$ cat src/hdl/cbf_defines.svh
// constants for the breaker failure supervision stage
// assumes a 100 MHz clock and a plain strobe register port
//
// Operation
// - watch the selected primary trip signal and time its active period
// - assert backup trip once active time exceeds the operating delay
// - hold backup trip until the supervised primary trip releases
// - any stage driving the supervised output is covered
// - report blocked, start or trip; start/trip writable only when forced
// - cumulative start and trip counters, each clearable to zero
// - one force flag shared by all stages and output relays
// - force flag clears itself after five minutes
// - supervised output selector accepts one to fourteen
// - setting changes accepted only after password unlock
// - supervised output selection shared with breaker wear monitoring
// - keep the eight latest faults, oldest overwritten
// - each fault record holds date and millisecond time of day
// - each record holds elapsed delay in percent, 100 means trip
`ifndef CBF_DEFINES_SVH
`define CBF_DEFINES_SVH
`define CBF_CLK_NS          10
`define CBF_MS_NS           1000000
`define CBF_MS_CYCLES       (`CBF_MS_NS / `CBF_CLK_NS)
`define CBF_FORCE_MIN       5
`define CBF_FORCE_MS        (`CBF_FORCE_MIN * 60000)
`define CBF_RELAYS          14
`define CBF_LOG_DEPTH       8
`define CBF_PCT_TRIP        16'h0064
`define CBF_PASS_KEY        32'h00005A3C
`define CBF_RELAY_RST       4'h1
`define CBF_DELAY_RST       16'h0064
`define CBF_A_CTRL          8'h00
`define CBF_A_RELAY         8'h04
`define CBF_A_DELAY         8'h08
`define CBF_A_STATUS        8'h0C
`define CBF_A_SCNT          8'h10
`define CBF_A_TCNT          8'h14
`define CBF_A_PASS          8'h18
`define CBF_A_ISTAT         8'h1C
`define CBF_A_IMASK         8'h20
`define CBF_A_LSEL          8'h24
`define CBF_A_LDATE         8'h28
`define CBF_A_LTIME         8'h2C
`define CBF_A_LEDLY         8'h30
`define CBF_A_LCNT          8'h34
`define CBF_CTRL_FORCE      0
`define CBF_CTRL_BLOCK      1
`define CBF_EV_START        0
`define CBF_EV_TRIP         1
`define CBF_EV_FTMO         2
`define CBF_ST_IDLE         2'h0
`define CBF_ST_START        2'h1
`define CBF_ST_TRIP         2'h2
`define CBF_ST_BLOCKED      2'h3
`endif

$ cat src/hdl/cbf_pkg.sv
// types for the breaker failure supervision stage
// assumes cbf_defines.svh is on the include path
package cbf_pkg;
    typedef struct packed {
        logic [7:0]  addr;
        logic [31:0] wdata;
        logic        wr;
        logic        rd;
    } cbf_bus_t;

    typedef struct packed {
        logic [31:0] date;
        logic [31:0] timeMs;
        logic [15:0] elapsed_delay_pct;
    } cbf_rec_t;

    typedef enum logic [1:0] {
        CBF_IDLE,
        CBF_START,
        CBF_TRIP,
        CBF_BLOCKED
    } cbf_state_t;
endpackage : cbf_pkg

$ cat src/hdl/cbf_breaker_failure_stage.sv
// breaker failure supervision stage with registers, irq and fault log
// assumes synchronous trip control inputs and a free running date/time
`timescale 1ns/100ps
`include "cbf_defines.svh"
module cbf_breaker_failure_stage #(
    parameter int MS_CYCLES = `CBF_MS_CYCLES,
    parameter int FORCE_MS  = `CBF_FORCE_MS
) (
    input  wire logic                  clk,
    input  wire logic                  rst,
    input  wire cbf_pkg::cbf_bus_t     bus,
    output logic [31:0]                regRdata,
    input  wire logic [13:0]           tripCtrl,
    input  wire logic                  blockIn,
    input  wire logic [31:0]           dateIn,
    input  wire logic [31:0]           timeMsIn,
    output logic                       backupTrip,
    output logic                       forceFlag,
    output logic [3:0]                 supervisedRelay,
    output logic [1:0]                 stageStatus,
    output logic                       irq
);
    import cbf_pkg::*;

    cbf_state_t  state;
    cbf_state_t  next_state;
    logic        ctrlBlock;
    logic        unlocked;
    logic [15:0] delayMs;
    logic [1:0]  forceSt;
    logic [31:0] startCount;
    logic [31:0] tripCount;
    logic [2:0]  irqStat;
    logic [2:0]  irqMask;
    logic [2:0]  logSel;
    logic [2:0]  wrPtr;
    logic [3:0]  logCount;
    logic [31:0] msPre;
    logic [15:0] elapsedMs;
    logic [31:0] freePre;
    logic [31:0] forceMs;
    cbf_rec_t    faultLog [`CBF_LOG_DEPTH];

    // register decode
    wire wrCtrl   = bus.wr && bus.addr == `CBF_A_CTRL;
    wire wrRelay  = bus.wr && bus.addr == `CBF_A_RELAY;
    wire wrDelay  = bus.wr && bus.addr == `CBF_A_DELAY;
    wire wrStatus = bus.wr && bus.addr == `CBF_A_STATUS;
    wire wrScnt   = bus.wr && bus.addr == `CBF_A_SCNT;
    wire wrTcnt   = bus.wr && bus.addr == `CBF_A_TCNT;
    wire wrPass   = bus.wr && bus.addr == `CBF_A_PASS;
    wire wrIstat  = bus.wr && bus.addr == `CBF_A_ISTAT;
    wire wrImask  = bus.wr && bus.addr == `CBF_A_IMASK;
    wire wrLsel   = bus.wr && bus.addr == `CBF_A_LSEL;

    // selector limited to the fitted relays; bad values keep the old one
    wire [3:0] relayNew = bus.wdata[3:0];
    wire relayOk  = relayNew != 4'h0 && relayNew <= 4'(`CBF_RELAYS);
    wire [3:0] relayIdx = supervisedRelay - 4'h1;
    wire supSig = tripCtrl[relayIdx];
    wire blocked = blockIn | ctrlBlock;
    wire forceOv = forceFlag && forceSt != `CBF_ST_IDLE;

    wire msTick   = msPre == 32'(MS_CYCLES - 1);
    wire freeTick = freePre == 32'(MS_CYCLES - 1);
    wire expired  = elapsedMs > delayMs;
    wire forceTmo = forceFlag && freeTick
                    && forceMs == 32'(FORCE_MS - 1);

    wire enterStart = state == CBF_IDLE && next_state == CBF_START;
    wire enterTrip  = state == CBF_START && next_state == CBF_TRIP;
    wire faultEnd   = (state == CBF_START || state == CBF_TRIP)
                      && next_state == CBF_IDLE;
    wire [2:0] irqEv = {forceTmo, enterTrip, enterStart};

    // elapsed delay in percent; divider is combinational, fine at 1 ms rate
    wire [22:0] pctNum = 23'(elapsedMs) * 23'h064;
    wire [22:0] pctDiv = pctNum / 23'(delayMs);
    wire [15:0] pctNow = (state == CBF_TRIP || delayMs == 16'h0000
                          || pctDiv >= 23'(`CBF_PCT_TRIP))
                         ? `CBF_PCT_TRIP : pctDiv[15:0];

    always_comb begin
        next_state = state;
        case (state)
            CBF_IDLE:    if (supSig) next_state = CBF_START;
            CBF_START: begin
                if (!supSig) next_state = CBF_IDLE;
                else if (expired) next_state = CBF_TRIP;
            end
            CBF_TRIP:    if (!supSig) next_state = CBF_IDLE;
            CBF_BLOCKED: next_state = CBF_IDLE;
            default:     next_state = CBF_IDLE;
        endcase
        if (blocked) next_state = CBF_BLOCKED;
    end

    always_ff @(posedge clk) begin
        if (rst) state <= CBF_IDLE;
        else state <= next_state;
    end

    // stage delay timer restarts at every start so it is exact to 1 ms
    // cleared on the blocking edge too, so no elapsed time shows in block
    always_ff @(posedge clk) begin
        if (rst || state != CBF_START || blocked) begin
            msPre     <= 32'h00000000;
            elapsedMs <= 16'h0000;
        end else begin
            msPre <= msTick ? 32'h00000000 : msPre + 32'h00000001;
            if (msTick && elapsedMs != 16'hFFFF)
                elapsedMs <= elapsedMs + 16'h0001;
        end
    end

    // free running ms tick for the force timeout
    always_ff @(posedge clk) begin
        if (rst) freePre <= 32'h00000000;
        else freePre <= freeTick ? 32'h00000000 : freePre + 32'h00000001;
    end

    always_ff @(posedge clk) begin
        if (rst || !forceFlag) forceMs <= 32'h00000000;
        else if (freeTick) forceMs <= forceMs + 32'h00000001;
    end

    // settings: only writes after unlock take effect
    always_ff @(posedge clk) begin
        if (rst) begin
            unlocked <= 1'b0;
        end else if (wrPass) begin
            unlocked <= bus.wdata == `CBF_PASS_KEY;
        end
    end

    always_ff @(posedge clk) begin
        if (rst) begin
            forceFlag <= 1'b0;
            ctrlBlock <= 1'b0;
        end else if (forceTmo) begin
            forceFlag <= 1'b0;
        end else if (wrCtrl && unlocked) begin
            forceFlag <= bus.wdata[`CBF_CTRL_FORCE];
            ctrlBlock <= bus.wdata[`CBF_CTRL_BLOCK];
        end
    end

    always_ff @(posedge clk) begin
        if (rst) begin
            supervisedRelay <= `CBF_RELAY_RST;
            delayMs         <= `CBF_DELAY_RST;
        end else if (unlocked) begin
            if (wrRelay && relayOk) supervisedRelay <= relayNew;
            if (wrDelay) delayMs <= bus.wdata[15:0];
        end
    end

    // forced status; only start or trip may be forced, dropped with flag
    always_ff @(posedge clk) begin
        if (rst || !forceFlag || forceTmo) begin
            forceSt <= `CBF_ST_IDLE;
        end else if (wrStatus) begin
            if (bus.wdata[1:0] == `CBF_ST_START
                || bus.wdata[1:0] == `CBF_ST_TRIP
                || bus.wdata[1:0] == `CBF_ST_IDLE)
                forceSt <= bus.wdata[1:0];
        end
    end

    // a clear in the same cycle as a count leaves the counter at one
    always_ff @(posedge clk) begin
        if (rst) begin
            startCount <= 32'h00000000;
            tripCount  <= 32'h00000000;
        end else begin
            if (enterStart)
                startCount <= (wrScnt ? 32'h00000000 : startCount)
                              + 32'h00000001;
            else if (wrScnt) startCount <= 32'h00000000;
            if (enterTrip)
                tripCount <= (wrTcnt ? 32'h00000000 : tripCount)
                             + 32'h00000001;
            else if (wrTcnt) tripCount <= 32'h00000000;
        end
    end

    // sticky events, write one to clear, a new event wins
    always_ff @(posedge clk) begin
        if (rst) begin
            irqStat <= 3'h0;
            irqMask <= 3'h0;
            logSel  <= 3'h0;
        end else begin
            irqStat <= (irqStat & ~(wrIstat ? bus.wdata[2:0] : 3'h0))
                       | irqEv;
            if (wrImask) irqMask <= bus.wdata[2:0];
            if (wrLsel) logSel <= bus.wdata[2:0];
        end
    end

    // fault log ring; a record is closed when the fault goes away
    always_ff @(posedge clk) begin
        if (rst) begin
            wrPtr    <= 3'h0;
            logCount <= 4'h0;
        end else if (faultEnd) begin
            wrPtr <= wrPtr + 3'h1;
            if (logCount != 4'(`CBF_LOG_DEPTH))
                logCount <= logCount + 4'h1;
        end
    end

    always_ff @(posedge clk) begin
        if (faultEnd)
            faultLog[wrPtr] <= '{date: dateIn, timeMs: timeMsIn,
                                 elapsed_delay_pct: pctNow};
    end

    // index 0 of the selector is the newest record
    wire [2:0] rdIdx = wrPtr - 3'h1 - logSel;
    cbf_rec_t  rdRec;
    assign rdRec = faultLog[rdIdx];

    wire [1:0] stCode = forceOv ? forceSt
                      : state == CBF_START   ? `CBF_ST_START
                      : state == CBF_TRIP    ? `CBF_ST_TRIP
                      : state == CBF_BLOCKED ? `CBF_ST_BLOCKED
                      : `CBF_ST_IDLE;

    logic [31:0] rdMux;
    always_comb begin
        case (bus.addr)
            `CBF_A_CTRL:   rdMux = {30'h0, ctrlBlock, forceFlag};
            `CBF_A_RELAY:  rdMux = {28'h0, supervisedRelay};
            `CBF_A_DELAY:  rdMux = {16'h0, delayMs};
            `CBF_A_STATUS: rdMux = {30'h0, stCode};
            `CBF_A_SCNT:   rdMux = startCount;
            `CBF_A_TCNT:   rdMux = tripCount;
            `CBF_A_PASS:   rdMux = {31'h0, unlocked};
            `CBF_A_ISTAT:  rdMux = {29'h0, irqStat};
            `CBF_A_IMASK:  rdMux = {29'h0, irqMask};
            `CBF_A_LSEL:   rdMux = {29'h0, logSel};
            `CBF_A_LDATE:  rdMux = rdRec.date;
            `CBF_A_LTIME:  rdMux = rdRec.timeMs;
            `CBF_A_LEDLY:  rdMux = {16'h0, rdRec.elapsed_delay_pct};
            `CBF_A_LCNT:   rdMux = {28'h0, logCount};
            default:       rdMux = 32'h00000000;
        endcase
    end

    always_ff @(posedge clk) begin
        if (rst) regRdata <= 32'h00000000;
        else regRdata <= bus.rd ? rdMux : 32'h00000000;
    end

    // backup trip never asserts while blocked unless a test forces it
    assign backupTrip  = stCode == `CBF_ST_TRIP;
    assign stageStatus = stCode;
    assign irq         = |(irqStat & irqMask);
endmodule : cbf_breaker_failure_stage

$ cat config.mk
export PLATFORM = sky130hd
export DESIGN_NAME = cbf_breaker_failure_stage
export DESIGN_NICKNAME = d
export VERILOG_FILES = /design/src/hdl/cbf_pkg.sv /design/src/hdl/cbf_breaker_failure_stage.sv
export VERILOG_INCLUDE_DIRS = /design/src /design/src/hdl
export SDC_FILE = /design/constraint.sdc
export NUM_CORES = 2
export LEC_CHECK = 0
export CORE_ASPECT_RATIO = 2
export CORE_UTILIZATION = 65
export CTS_CLUSTER_DIAMETER = 200
export DETAILED_ROUTE_END_ITERATION = 16
export DONT_BUFFER_PORTS = 1
export GPL_TIMING_DRIVEN = 0
export PLACE_DENSITY = 0.81
export SYNTH_ARGS = -nofsm -noshare
export SYNTH_HDL_FRONTEND = slang
export SYNTH_SLANG_ARGS = --single-unit
$ cat constraint.sdc
create_clock -name clk -period 136.2 [get_ports clk]
set_clock_uncertainty 0.15 [all_clocks]
set_input_delay 27.24 -clock clk [delete_from_list [all_inputs] [get_ports clk]]
set_output_delay 27.24 -clock clk [all_outputs]
set_load 0.01 [all_outputs]
==> run summary <==
Status: finished with violations
Failing checks: max-capacitance violations, max-slew violations
First-pass GRT wire length: 273 mm
FFs w/ async S/R, synth: 0%
Relative slew slack: -3.12%
Fmax: 12.0 MHz
Sink Count: 891
Distinct cells, synth: 128
Routed WL: 183 mm
CTS root buf: clkbuf_16
Clk Latency, worst-skew pair: 0.66 ns
Final hold vios: 0
DR DRC count: 0
Initial core utilization: 65.8%
Final min period: 83.37 ns
Peak supply drop: 16.9 uV
Post-cts resize count: 0
Maximum clock path buffer count: 3
Row count: 151
CTS tree: built
Most frequent cells in the layout: edfxtp_1 (640), nand2_1 (585), nor2_1 (467)
Die area: 87100 um2
Gr usage total: 41.9%
Core area: 84800 um2
PwrDens: 8.69 nW/um2
Post-synth EDFFs: 640
Ys flop type: edfxtp_1
CP required: 136.34 ns
Yosys top cell area share: 34.4%
Final setup fails: 0
Vias: 46600
Initial antenna violation count: 12
Gpl congestion: 1.03
Number of port buffers: 0
Vias in the first global route: 47600
# hold bufs at CTS: 0
Largest net degree at the start of global routing: 26
ANT nets after route: 0
RSZ-0062 raised after global routing: false
Hold crit path type: register to register
Area Growth Syn to Fin: 8.88%
Pre-CTS WS: 54.85 ns
Synthesized area per cell: 10.3 um2
Cell taking the most area after synthesis: edfxtp_1
Max-cap violations: 1
TNS Setup: 0 ns
Final worst slack: 52.83 ns
Clk pin slew, worst setup/hold paths: 0.08 ns
I/O Pins: 164
CP Max Fanout: 10
WS Path Type: register to register
Gr ovfl total: 0
Main area contributors after synthesis: edfxtp_1 (34%), dfxtp_1 (9.0%), ha_1 (7.5%)
Setup bufs post-CTS: 0
Seq/Total Area, Yosys: 43.4%
Slowest-stage cell, CP: a2111oi_1
Commonest non-fill, non-tap cell in the layout: edfxtp_1
Synth warnings: 0
Nets: 6080
CTS H-Tree Depth: 3
Gate count after technology mapping: 5395
Crit-path max cell delay: 0.95 ns
TritonCTS Buffers: 70
Share of cells above drive strength 1: 9.46%
Static Leak: 22.8 nW
FF+latch count, synth: 891
DR WL/cell: 27.2 um
Multi-input gate area: 30400 um2
WHS: 0.338 ns
Most common cell on crit path: o21ai_0
Die X: 209 um
TritonRoute pass-1 iters: 12
Seq. cell area: 24200 um2
CP Launch Type: register
DR iter-0 viols: 4214
Filler cell count: 5983
Fin. max-slew vios: 9
Die Y: 416 um
Worst EP arrival: 83.51 ns
Worst Max-Slew Pin Slew: 1.54 ns
Via-per-instance ratio: 6.91
Final HPWL from detailed placement: 133 mm
Synth Cell Area: 55800 um2
Worst setup EP type: register
Final Cycle Share: 61.2%
## Yosys cell counts, types with 12 or more instances
master and n:
xnor2_1 196, buf_1 24, mux4_2 163, or2_2 28, a221oi_1 25, dfxtp_1 251, a211oi_1 28, inv_1 185
o22ai_1 21, and4_1 20, a22oi_1 16, xor2_1 182, mux2i_1 59, o21bai_1 22, nor4b_1 16, o31ai_1 61
nand3_1 153, a31oi_1 39, nand2b_1 77, ha_1 336, nor3_1 127, and2_1 49, mux2_2 58, o21ai_1 25
edfxtp_1 640, o211ai_1 33, clkbuf_1 144, nor2b_1 36, o21a_1 71, a21o_1 117, or3_1 54, nor4_1 54
o21ai_0 215, fa_1 13, and3_1 63, nand2_1 585, a2111oi_0 21, buf_2 15, a21oi_1 350, a211o_1 12
a22o_1 21, nand4_1 87, nor2_1 469
## critical path: cells and delay by family (launching register included)
kind | cells | cell delay [ns]
AO/OA/AOI/OAI | 181 | 40.13
AND/OR/NAND/NOR | 107 | 17.97
buffers and inverters | 39 | 12.98
adder cells (fa/ha/maj) | 27 | 9.48
multiplexers | 3 | 0.91
XOR/XNOR | 3 | 0.69
flip-flops | 1 | 0.59
## cells by family (layout without fill, tap and decap cells)
logic type	count (synthesis)	in the layout	synth area share, %
AOI/OAI and AO/OA	1218	1218	14.5
xor gates and xnor gates	384	384	6.13
adders and majority gates	349	349	8.00
buffers and inverters	378	576	2.63
DFF	891	891	43.4
muxes	286	286	8.95
other	1	80	0.00672
and+or+nand+nor	1888	1888	16.3
## sequential cells by signal, indices dropped and copies added (netlist names), 32 cells and up
register and count:
msPre 32, startCount 32, faultLog 640, tripCount 32, forceMs 32, freePre 32, regRdata 32
## metrics by stage
step                power [mW]  area [um2]  instances  utilization [%]
floorplan                0.311       56100       5466                -
global placement         0.317       57400       6537             67.7
detailed placement       0.317       58300       6604             68.7
CTS                      0.527       60700       6732             71.5
global route             0.538       60800       6739             71.6
finish                   0.528       60800       6743             71.6
## area by class of cell
type | count | share of cell area [%]
Multi-Input combinational cell | 4197 | 50.1
Sequential cell | 891 | 39.9
Clock buffer | 86 | 3.07
Tap cell | 1071 | 2.21
Timing Repair Buffer | 70 | 1.48
Buffer | 189 | 1.25
Inverter | 189 | 1.17
Clock inverter | 42 | 0.822
Antenna cell | 8 | 0.0329
## path summary, 6_finish.rpt
path                            cells past startpoint                      start  slack, ns                        to
worst min register to register                      2    irqMask[0]$_SDFFE_PP0P_       0.34   irqMask[0]$_SDFFE_PP0P_
worst max register to register                    360  elapsedMs[2]$_SDFFE_PP0P_      52.83  faultLog[4][0]$_DFFE_PP_
worst max-delay path                              360  elapsedMs[2]$_SDFFE_PP0P_      52.83  faultLog[4][0]$_DFFE_PP_
worst min-delay path                                2    irqMask[0]$_SDFFE_PP0P_       0.34   irqMask[0]$_SDFFE_PP0P_
## report_power, final
group,total (mW),switching (mW),internal [mW]
Combinational,0.0211,0.0134,0.00775
Clock,0.216,0.102,0.113
Sequential,0.292,0.000640,0.291
## routing by layer
metal	GRT usage [%]	wire, um	part of all wire [%]
met3	10.3	16000	8.7
met1	38.4	54600	30
met4	41.4	21100	12
met5	0	98	0.054
met2	73.7	91200	50
No activity file was read; power rests on OpenSTA's default activity.
